==> src/design/irq_pkg.sv <==
`default_nettype none
package irq_pkg;
   // ****************************************************************
   // register map
   // ****************************************************************
   localparam logic [7:0] OPT_ADDR = 8'hC8;
   localparam logic [7:0] STAT_ADDR = 8'hCC;
   localparam logic [7:0] OPT_RESET = 8'h00;
   localparam logic [7:0] OPT_WMASK = 8'h70;
   localparam logic [1:0] RESP_OKAY = 2'h0;
   localparam logic [1:0] RESP_SLVERR = 2'h2;
   localparam logic [1:0] RESP_DECERR = 2'h3;

   // option register layout, bit 7 and bits 3..0 have no function
   typedef struct packed {
      logic unused_hi;
      logic src1_level_select;
      logic src2_edge_polarity;
      logic global_irq_enable;
      logic [3:0] unused_lo;
   } option_s;

   // ****************************************************************
   // core side
   // ****************************************************************
   typedef enum logic [1:0] {MODE_NORMAL, MODE_HANDLER, MODE_NMI} mode_e;

   localparam int NUM_SRC = 5;
   localparam int STACK_DEPTH = 2;
   localparam logic [11:0] VEC_SRC0 = 12'hFFC;
   localparam logic [11:0] VEC_SRC1 = 12'hFF6;
   localparam logic [11:0] VEC_SRC2 = 12'hFF4;
   localparam logic [11:0] VEC_SRC3 = 12'hFF2;
   localparam logic [11:0] VEC_SRC4 = 12'hFF0;
endpackage
`default_nettype wire

==> src/design/mcu_interrupt_request_logic.sv <==
// Implementation choice: the AXI4-Lite interface to the registers.
`timescale 1ns/1ps
`default_nettype none
module mcu_interrupt_request_logic (
   input wire logic aclk,
   input wire logic aresetn,
   // axi4-lite slave
   input wire logic [7:0] awaddr,
   input wire logic awvalid,
   output logic awready,
   input wire logic [31:0] wdata,
   input wire logic [3:0] wstrb,
   input wire logic wvalid,
   output logic wready,
   output logic [1:0] bresp,
   output logic bvalid,
   input wire logic bready,
   input wire logic [7:0] araddr,
   input wire logic arvalid,
   output logic arready,
   output logic [31:0] rdata,
   output logic [1:0] rresp,
   output logic rvalid,
   input wire logic rready,
   // peripheral events, active high except port_irq_line, which is active low
   input wire logic timer1_overflow,
   input wire logic timer2_overflow,
   input wire logic slow_osc_event,
   input wire logic converter_eoc,
   input wire logic serial_eot,
   input wire logic port_irq_line,
   input wire logic supply_supervisor,
   // core sequencer
   input wire logic instr_done,
   input wire logic [11:0] pc_now,
   input wire logic return_from_handler,
   input wire logic lowpower_req,
   output logic entry_pulse,
   output logic [11:0] entry_vector,
   output logic return_pulse,
   output logic [11:0] return_pc,
   output irq_pkg::mode_e flag_pair,
   output logic asleep,
   output logic wake_pulse,
   output logic lowpower_refused
);

   // ****************************************************************
   // declarations
   // ****************************************************************
   localparam int STACK_DEPTH_L = irq_pkg::STACK_DEPTH;
   irq_pkg::option_s option;
   logic aw_held, w_held;
   logic [7:0] aw_addr;
   logic [31:0] w_data;
   logic [3:0] w_strb;
   logic [4:0] line_raw_n;
   logic [4:0] sync1_n, sync2_n, prev_n, fall, rise;
   logic nmi_pend, lat1, lat2;
   logic set1, set2, nmi_set;
   logic [4:1] mreq;
   logic mask_ok;
   logic take_nmi, take_mask, take_any;
   logic [11:0] next_vector;
   logic [11:0] saved_pc [STACK_DEPTH_L];
   irq_pkg::mode_e saved_mode [STACK_DEPTH_L];
   logic [1:0] sp;
   logic do_entry, do_return;
   logic [11:0] top_pc;
   irq_pkg::mode_e top_mode;

   // ****************************************************************
   // register bus
   // ****************************************************************
   // write channel: address and data taken in either order
   always_ff @(posedge aclk) begin
      if (!aresetn) begin
         aw_held <= 1'b0;
         w_held <= 1'b0;
         aw_addr <= 8'h00;
         w_data <= 32'h0000_0000;
         w_strb <= 4'h0;
         awready <= 1'b0;
         wready <= 1'b0;
         bvalid <= 1'b0;
         bresp <= irq_pkg::RESP_OKAY;
      end else begin
         awready <= !aw_held && !(awvalid && awready) && !bvalid;
         wready <= !w_held && !(wvalid && wready) && !bvalid;
         if (awvalid && awready) begin
            aw_held <= 1'b1;
            aw_addr <= awaddr;
         end
         if (wvalid && wready) begin
            w_held <= 1'b1;
            w_data <= wdata;
            w_strb <= wstrb;
         end
         if (aw_held && w_held && !bvalid) begin
            bvalid <= 1'b1;
            aw_held <= 1'b0;
            w_held <= 1'b0;
            if (aw_addr == irq_pkg::OPT_ADDR) begin
               bresp <= irq_pkg::RESP_OKAY;
            end else if (aw_addr == irq_pkg::STAT_ADDR) begin
               bresp <= irq_pkg::RESP_SLVERR;
            end else begin
               bresp <= irq_pkg::RESP_DECERR;
            end
         end
         if (bvalid && bready) begin
            bvalid <= 1'b0;
         end
      end
   end

   // option register, only the three live bits take a write
   always_ff @(posedge aclk) begin
      if (!aresetn) begin
         option <= irq_pkg::option_s'(irq_pkg::OPT_RESET);
      end else if (aw_held && w_held && !bvalid
                   && aw_addr == irq_pkg::OPT_ADDR && w_strb[0]) begin
         option <= irq_pkg::option_s'(w_data[7:0] & irq_pkg::OPT_WMASK);
      end
   end

   // read channel: option reads as zero, status shows live state
   always_ff @(posedge aclk) begin
      if (!aresetn) begin
         arready <= 1'b0;
         rvalid <= 1'b0;
         rdata <= 32'h0000_0000;
         rresp <= irq_pkg::RESP_OKAY;
      end else begin
         arready <= !rvalid && !(arvalid && arready);
         if (arvalid && arready) begin
            rvalid <= 1'b1;
            rdata <= 32'h0000_0000;
            rresp <= irq_pkg::RESP_OKAY;
            if (araddr == irq_pkg::STAT_ADDR) begin
               rdata <= {26'h0, asleep, flag_pair, lat2, lat1, nmi_pend};
            end else if (araddr != irq_pkg::OPT_ADDR) begin
               rresp <= irq_pkg::RESP_DECERR;
            end
         end else if (rvalid && rready) begin
            rvalid <= 1'b0;
         end
      end
   end

   // ****************************************************************
   // request lines
   // ****************************************************************
   // event wiring, lines are active low
   assign line_raw_n[0] = !supply_supervisor;
   assign line_raw_n[1] = !serial_eot;
   assign line_raw_n[2] = port_irq_line;
   assign line_raw_n[3] = !(timer1_overflow || timer2_overflow
                            || slow_osc_event);
   assign line_raw_n[4] = !converter_eoc;

   // two-stage synchroniser plus edge history, per line
   genvar g;
   generate
      for (g = 0; g < irq_pkg::NUM_SRC; g++) begin : g_sync
         always_ff @(posedge aclk) begin
            if (!aresetn) begin
               sync1_n[g] <= 1'b1;
               sync2_n[g] <= 1'b1;
               prev_n[g] <= 1'b1;
            end else begin
               sync1_n[g] <= line_raw_n[g];
               sync2_n[g] <= sync1_n[g];
               prev_n[g] <= sync2_n[g];
            end
         end
         assign fall[g] = prev_n[g] && !sync2_n[g];
         assign rise[g] = !prev_n[g] && sync2_n[g];
      end
   endgenerate

   // source 1 edge latch only in falling edge mode
   assign set1 = fall[1] && !option.src1_level_select;
   assign set2 = option.src2_edge_polarity ? rise[2] : fall[2];
   assign nmi_set = fall[0];

   // ****************************************************************
   // arbitration
   // ****************************************************************
   // sources 3 and 4 straight from the line; level sampled now
   assign mreq[1] = option.src1_level_select ? !sync2_n[1] : lat1;
   assign mreq[2] = lat2;
   assign mreq[3] = !sync2_n[3];
   assign mreq[4] = !sync2_n[4];
   // global enable; blocked inside any handler
   assign mask_ok = option.global_irq_enable
                    && flag_pair == irq_pkg::MODE_NORMAL;
   // non-maskable preempts any routine but its own
   assign take_nmi = nmi_pend && flag_pair != irq_pkg::MODE_NMI;
   assign take_mask = mask_ok && (|mreq);
   assign take_any = take_nmi || take_mask;
   // taken only at an instruction end
   assign do_entry = instr_done && take_any && sp < 2'(STACK_DEPTH_L);
   assign do_return = return_from_handler && sp != 2'd0;

   always_comb begin
      if (take_nmi) begin
         next_vector = irq_pkg::VEC_SRC0;
      end else if (mreq[1]) begin
         next_vector = irq_pkg::VEC_SRC1;
      end else if (mreq[2]) begin
         next_vector = irq_pkg::VEC_SRC2;
      end else if (mreq[3]) begin
         next_vector = irq_pkg::VEC_SRC3;
      end else begin
         next_vector = irq_pkg::VEC_SRC4;
      end
   end

   // ****************************************************************
   // pending latches
   // ****************************************************************
   // non-maskable latch; single pending edge; set beats clear
   always_ff @(posedge aclk) begin
      if (!aresetn) begin
         nmi_pend <= 1'b0;
         lat1 <= 1'b0;
         lat2 <= 1'b0;
      end else begin
         if (nmi_set) begin
            nmi_pend <= 1'b1;
         end else if (do_entry && take_nmi) begin
            nmi_pend <= 1'b0;
         end
         if (set1) begin
            lat1 <= 1'b1;
         end else if (do_entry && !take_nmi && mreq[1]) begin
            lat1 <= 1'b0;
         end
         if (set2) begin
            lat2 <= 1'b1;
         end else if (do_entry && !take_nmi && !mreq[1] && mreq[2]) begin
            lat2 <= 1'b0;
         end
      end
   end

   // ****************************************************************
   // entry, return and stack
   // ****************************************************************
   assign top_pc = saved_pc[1'(sp - 2'd1)];
   assign top_mode = saved_mode[1'(sp - 2'd1)];

   // push pc and load vector; pop on return
   always_ff @(posedge aclk) begin
      if (!aresetn) begin
         sp <= 2'd0;
         entry_pulse <= 1'b0;
         entry_vector <= 12'h000;
         return_pulse <= 1'b0;
         return_pc <= 12'h000;
         for (int i = 0; i < STACK_DEPTH_L; i++) begin
            saved_pc[i] <= 12'h000;
            saved_mode[i] <= irq_pkg::MODE_NORMAL;
         end
      end else begin
         entry_pulse <= do_entry;
         return_pulse <= do_return && !do_entry;
         if (do_entry) begin
            saved_pc[1'(sp)] <= pc_now;
            saved_mode[1'(sp)] <= flag_pair;
            sp <= sp + 2'd1;
            entry_vector <= next_vector;
         end else if (do_return) begin
            sp <= sp - 2'd1;
            return_pc <= top_pc;
         end
      end
   end

   // flag pair follows the mode
   always_ff @(posedge aclk) begin
      if (!aresetn) begin
         flag_pair <= irq_pkg::MODE_NORMAL;
      end else if (do_entry) begin
         // automatic pair switch; always switched with the mode
         flag_pair <= take_nmi ? irq_pkg::MODE_NMI : irq_pkg::MODE_HANDLER;
      end else if (do_return) begin
         flag_pair <= top_mode;
      end
   end

   // ****************************************************************
   // low power
   // ****************************************************************
   // refuse sleep while a request would be taken now; wake needs enable
   always_ff @(posedge aclk) begin
      if (!aresetn) begin
         asleep <= 1'b0;
         wake_pulse <= 1'b0;
         lowpower_refused <= 1'b0;
      end else begin
         wake_pulse <= 1'b0;
         lowpower_refused <= 1'b0;
         if (asleep) begin
            if (option.global_irq_enable && (nmi_pend || (|mreq))) begin
               asleep <= 1'b0;
               wake_pulse <= 1'b1;
            end
         end else if (lowpower_req) begin
            if (take_any) begin
               lowpower_refused <= 1'b1;
            end else begin
               asleep <= 1'b1;
            end
         end
      end
   end
endmodule // mcu_interrupt_request_logic
`default_nettype wire

==> config.mk <==
export PLATFORM = sky130hd
export DESIGN_NAME = mcu_interrupt_request_logic
export DESIGN_NICKNAME = d
export VERILOG_FILES = /design/src/design/irq_pkg.sv /design/src/design/mcu_interrupt_request_logic.sv
export SDC_FILE = /design/constraint.sdc
export NUM_CORES = 1
export LEC_CHECK = 0
export BUFFER_PORTS_ARGS = -buffer_cell sky130_fd_sc_hd__buf_2
export CAP_MARGIN = 10
export CELL_PAD_IN_SITES_DETAIL_PLACEMENT = 1
export CELL_PAD_IN_SITES_GLOBAL_PLACEMENT = 1
export CORE_ASPECT_RATIO = 0.9
export CORE_MARGIN = 2
export CORE_UTILIZATION = 33
export DETAILED_ROUTE_END_ITERATION = 8
export GPL_TIMING_DRIVEN = 0
export PLACE_DENSITY_LB_ADDON = 0.3
export SLEW_MARGIN = 5
export SYNTH_ARGS = -nofsm -noshare
export SYNTH_HDL_FRONTEND = slang
export SYNTH_SLANG_ARGS = --single-unit
==> constraint.sdc <==
create_clock -name aclk -period 7.5 [get_ports aclk]
set_input_delay 0.75 -clock aclk [delete_from_list [all_inputs] [get_ports aclk]]
set_output_delay 0.75 -clock aclk [all_outputs]
set_load 0.01 [all_outputs]
==> key figures, run 1 <==
Routing
  • Post-Route WL: around 10000 um
  • First-pass detailed-route iteration total: 4
  • Antenna Nets Post-Route: 0
  • Vias/cell: 4.62
  • Initial drt markers: roughly 160
  • DRC Markers: 0
  • Via Count: ~3300
  • Drt wl/cell: ~15 um

STA
  • Setup-failing EPs final: 0
  • RSZ-0062 raised after global routing: false
  • Final worst path period share: a little over a third
  • Final hold vios: 0
  • Slew HR: roughly two fifths
  • Max Clk Rate: 381 MHz
  • Crit path time final: between 2 and 3 ns
  • Setup TNS: 0 ns
  • Max Slew Vio Count: 0
  • Worst Max-Slew Pin Slew: roughly 0.91 ns
  • Clk_skew: between 0.01 and 0.015 ns

Cells and area
  • Commonest non-fill, non-tap cell in the layout: buf_2
  • Fraction of layout cells with a size suffix above 1: between 20% and 30%
  • Multi-input logic area: 1560 sq um
  • Register area: 2280 sq um
  • Commonest non-fill, non-tap cells in the layout: buf_2, dfxtp_1, nand2_1
  • Synth-to-Final Area Change: 26.4%
  • Layout net count: 619
  • Fillers: between 1000 and 1500

Clock tree
  • Root buf cell: clkbuf_16
  • TritonCTS clock tree: built
  • Clock Tree Buf Depth: 2
  • Hold_buf cts: 0
  • CTS Sinks: 100
  • Post-CTS Setup Bufs: 0
  • Reg clk slew, reported paths: roughly 0.07 ns
  • CTS Buf Count: 9
  • Htree depth: 3
  • Worst-Skew Late Latency: between 0.3 and 0.4 ns
  • Quantity of gates resized following cts: 0

Synth
  • Synth Flop Type: dfxtp_1
  • Synth cell types: 46
  • Number of enable flip-flop cells after synthesis: 28
  • Cells after synthesis: 405
  • Ys async rst share: 0%
  • Post-Syn Area: between 4000 and 5000 sq um
  • Post-synthesis register bit count: 100
  • Synth Warn #: 0
  • Register area share after synthesis: a little under three fifths
  • Syn avg cell area: between 10 and 15 sq um

Power and ir drop
  • Power Density: between 200 and 250 nW/um^2
  • Combinational power share: between 10% and 20%
  • P_int: between 800 and 900 uW
  • NetSw: roughly 330 uW
  • Maximum VDD drop: between 100 and 150 uV
  • Seq pwr share: about 49%
  • Switching part of the total: between 20% and 30%
  • Leak pwr: around 0.0023 uW
  • Total Power: 1230 uW
  • Clock Power Share: between 30% and 40%

Place
  • Final HPWL from detailed placement: roughly 8000 um
  • Port-buffer cells: 93
  • GP Congestion: between 0.7 and 0.8

Global routing
  • Antenna violations before repair: 2
  • GRT overflow: 0
  • Total GRT Usage: 16.3%
  • Largest net degree at the start of global routing: 19
  • First-pass GRT wire length: about 17000 um
  • Number of global-route vias before repair: around 3200

Setup path
  • CP Class: in -> reg
  • Element type at the critical path end: flip-flop
  • Worst-path maximum fanout: 10
  • Crit path DAT: 2.68 ns
  • CP Launch Type: input port
  • CP Data Required Time: approximately 7.6 ns

Die
  • Die Ht: 110 um
  • Die width: around 120 um
  • Die area: roughly 13000 sq um
  • I/O Pins: 153
  • # rows: 38
  • Starting density of the core: 33.9%
  • Core Area: 12100 sq um

Min path
  • Hold Crit Class: reg -> reg

Status
  • Status: complete, no violations

Run
  • Max-Cap Viols: 0
power groups by stage:
stage,clock (uW),combinational (uW),sequential [uW]
final,459,163,605
after global placement,0,156,617
after detailed placement,0,163,618
after global routing,492,181,610
after floorplan,0,95.8,621
after CTS,470,164,606
stage by stage:
step / utilization (%) / cell area, sq um / std cells / hold WS (ns) / worst slack [ns]
6_report: 42.8 / 5190 / 704 / 0.408 / 4.88
5_1_grt: 42.8 / 5190 / 702 / 0.431 / 4.74
4_1_cts: 42.8 / 5190 / 702 / 0.411 / 4.86
3_5_place_dp: 40.4 / 4890 / 686 / 0.394 / 4.50
3_3_place_gp: 40.2 / 4870 / 684 / 0.392 / 3.71
2_1_floorplan: - / 4210 / 431 / 0.386 / 4.44
metal layers:
metal / wire length (um) / share of wire, % / GRT usage [%] / up-vias
li1: - / - / - / 1609
met1: 4800 / 46 / 20.5 / 1548
met2: 4930 / 47 / 26.7 / 83
met3: 586 / 5.6 / 4.56 / 13
met4: 146 / 1.4 / 5.99 / 0
met5: 0 / 0 / 0 / -
kinds of logic (layout without fill, tap and decap cells):
logic type	count (synthesis)	in the layout	share of synthesized area (%)
AO/OA/AOI/OAI	86	86	14.0
multiplexers	2	2	0.487
buffers and inverters	57	168	8.92
other	1	29	0.0913
AND/OR/NAND/NOR	158	158	20.6
flip-flops	100	100	55.5
adder cells (fa/ha/maj)	1	1	0.304
synth_stat cells, types with 12 or more instances:
cell       n  area (sq um)
nand2b_1  14          87.6
nand2_1   41           154
nor2_1    21          78.8
nor2b_1   15          93.8
a21oi_1   35           175
and2_1    29           181
dfxtp_1   72          1440
o21a_1    12          90.1
edfxtp_1  28           841
buf_4     36           270
a211oi_1  14           105
registers in the layout, indices dropped and copies added (netlist names), 3 cells and up:
signal,cells
saved_pc,24
return_pc,12
aw_addr,8
rdata,6
sync1_n,5
sync2_n,5
entry_vector,4
saved_mode,4
option,3
prev_n,3
w_data,3
worst max-delay path, cell delays in order:
cell and delay [ns]:
buf_2 0.10, nor2b_2 0.31, and3_2 0.30, a31oi_2 0.08, buf_6 0.19, buf_6 0.15
o21ai_1 0.56, buf_6 0.24
worst paths after layout:
check                                                     to             startpoint  slack, ns  cells past startpoint
worst max-delay path            saved_pc[1][1]$_SDFFCE_PN0P_             instr_done       4.88                      8
worst min-delay path                   sync2_n[0]$_SDFF_PN1_  sync1_n[0]$_SDFF_PN1_       0.41                      1
worst max register to register     return_pc[8]$_SDFFE_PN0P_     sp[0]$_SDFFE_PN0P_       4.95                      8
worst min register to register         sync2_n[0]$_SDFF_PN1_  sync1_n[0]$_SDFF_PN1_       0.41                      1
layout make-up:
class                   count  share of cell area, %
flip-flops and latches    100                   44.0
multi-input cells         274                   30.0
repair buffers             95                   9.40
plain buffers              53                   6.77
clock buffers              10                   4.60
well taps                 160                   3.86
clock inverters             6                   1.04
inverters                   4                  0.289
diodes                      2                 0.0964
Note: power is estimated with default switching activity, not from simulation.
==> inputs of run 2 (changes only) <==
- clock period: 7.5 -> 2.7 ns (I/O delays scaled with it)
==> key figures, run 2 (same netlist as run 1, synthesis figures left out) <==
Status
  • Status: complete, no violations

Routing
  • DRC Markers: 0
  • Drt wl/cell: roughly 15 um
  • Via Count: between 3000 and 4000
  • Vias/cell: approximately 4.6
  • Initial drt markers: roughly 150
  • Post-Route WL: ~10000 um
  • First-pass detailed-route iteration total: 4
  • Antenna Nets Post-Route: 0

STA
  • Max Slew Vio Count: 0
  • Setup-failing EPs final: 0
  • RSZ-0062 raised after global routing: false
  • Clk_skew: approximately 0.011 ns
  • Min Hold Slack: around 0.074 ns
  • Final worst path period share: about nine tenths
  • Slew HR: roughly 40%
  • Setup TNS: 0 ns
  • Crit path time final: 2.46 ns
  • Max Clk Rate: 406 MHz
  • Worst Max-Slew Pin Slew: between 0.9 and 1 ns
  • Final hold vios: 0

Clock tree
  • Root buf cell: clkbuf_16
  • CTS Buf Count: 9
  • Clock Tree Buf Depth: 2
  • Hold_buf cts: 0
  • Reg clk slew, reported paths: about 0.080 ns
  • Worst-Skew Late Latency: 0.35 ns
  • CTS Sinks: 100
  • TritonCTS clock tree: built
  • Htree depth: 3

Cells and area
  • Register area: about 2300 sq um
  • Layout net count: 618
  • Commonest non-fill, non-tap cells in the layout: buf_2, dfxtp_1, nand2_1
  • Top reg by flops: saved_pc
  • Multi-input logic area: between 1500 and 2000 sq um
  • Fin cells: 703
  • Top flop regs: saved_pc x24, return_pc x12, aw_addr x8
  • Commonest non-fill, non-tap cell in the layout: buf_2
  • Fraction of layout cells with a size suffix above 1: 29.9%
  • Synth-to-Final Area Change: 26.3%
  • Largest register FFs: 24
  • Fillers: approximately 1400

Die
  • Starting density of the core: between 30% and 40%
  • Core Area: roughly 12000 sq um
  • Die Ht: 110 um
  • Die area: around 13000 sq um
  • # rows: 38
  • Die width: 122 um
  • I/O Pins: 153

Place
  • Placed Cells incl. Taps: between 600 and 700
  • Final HPWL from detailed placement: 7980 um
  • GP Congestion: about 0.77
  • Port-buffer cells: 93

Setup path
  • Element type at the critical path end: flip-flop
  • Worst r2r src: sp[0]$_SDFFE_PN0P_
  • CP delay by family, top: buffers and inverters
  • Crit path DAT: ~2.6 ns
  • CP peak stage delay: 0.64 ns
  • Worst R2R Setup Slack: between 0.2 and 0.25 ns
  • CP Launch Type: flip-flop
  • Critical path, cell by cell: clkbuf_1, clkbuf_1, o21ai_1, buf_6
  • Slowest stage cell, crit path: dfxtp_1
  • Crit path launch: sp[0]$_SDFFE_PN0P_
  • Worst-path maximum fanout: 11
  • Worst Path Buf+Inv: 3
  • Reg-to-reg critical path endpoint: saved_pc[0][5]$_SDFFCE_PN0P_
  • FF-to-FF path depth: 4
  • CP Class: reg -> reg
  • CP Data Required Time: 2.81 ns
  • CP Depth: 4
  • Worst Setup EP: saved_pc[0][5]$_SDFFCE_PN0P_
  • Worst path most repeated cell: clkbuf_1

Run
  • Max-Cap Viols: 0

Global routing
  • GRT overflow: 0
  • First-pass GRT wire length: ~17000 um
  • Number of global-route vias before repair: 3225
  • Largest net degree at the start of global routing: 19
  • Antenna violations before repair: 2
  • Total GRT Usage: 16.3%

Power and ir drop
  • Leak pwr: around 0.0023 uW
  • Power Density: ~660 nW/um^2
  • Maximum VDD drop: 274 uV

Min path
  • Hold Crit Class: in -> reg
[run 2: cell count changes in the layout (fill, tap and decap cells not counted)]
cell / change
clkbuf_1: -1
[run 2: what timing repair did]
item                                    4_1_cts  5_1_grt
buffers inserted                              0        0
resized for setup                             0        0
endpoints found under the setup margin        0        1
[run 2: stage by stage]
step / util [%] / area [sq um] / setup WS, ns / total power, uW
final: 42.8 / 5190 / 0.237 / 3410
after global routing: 42.8 / 5180 / 0.0796 / 3560
after CTS: 42.8 / 5190 / 0.162 / 3450
after detailed placement: 40.4 / 4890 / 0.176 / 2170
after global placement: 40.2 / 4870 / -0.607 / 2150
after floorplan: - / 4210 / 0.0479 / 1990
[run 2: cell type report]
class / instances / share of cell area (%)
sequential: 100 / 44.0
buffer: 52 / 6.70
inverter: 4 / 0.289
timing repair buffer: 95 / 9.40
multi-input combinational: 274 / 30.0
antenna: 2 / 0.0965
tap: 160 / 3.86
clock inverter: 6 / 1.04
clock buffer: 10 / 4.61
[run 2: power by group]
group | switching (uW) | total [uW] | leakage, uW | internal, uW
combinational | 253 | 444 | 0.00124 | 191
clock | 603 | 1270 | 0.000143 | 669
sequential | 62.3 | 1690 | 0.000878 | 1630
total | 918 | 3410 | 0.00227 | 2490
[run 2: routing by layer]
metal | part of all wire (%) | vias to the layer above | global-route usage (%)
li1 | - | 1605 | -
met1 | 46 | 1527 | 20.5
met2 | 47 | 82 | 26.7
met3 | 5.6 | 14 | 4.56
met4 | 1.6 | 0 | 5.99
met5 | 0 | - | 0
[run 2: worst min-delay path by stage]
stage / to / cells after the start / slack (ns) / from
2_1_floorplan: sync1_n[0]$_SDFF_PN1_ / 1 / 0.34 / supply_supervisor
3_3_place_gp: sync2_n[0]$_SDFF_PN1_ / 1 / 0.39 / sync1_n[0]$_SDFF_PN1_
3_5_place_dp: sync2_n[0]$_SDFF_PN1_ / 1 / 0.39 / sync1_n[0]$_SDFF_PN1_
4_1_cts: sync1_n[1]$_SDFF_PN1_ / 2 / 0.06 / serial_eot
5_1_grt: sync1_n[1]$_SDFF_PN1_ / 2 / 0.07 / serial_eot
6_report: sync1_n[1]$_SDFF_PN1_ / 2 / 0.07 / serial_eot
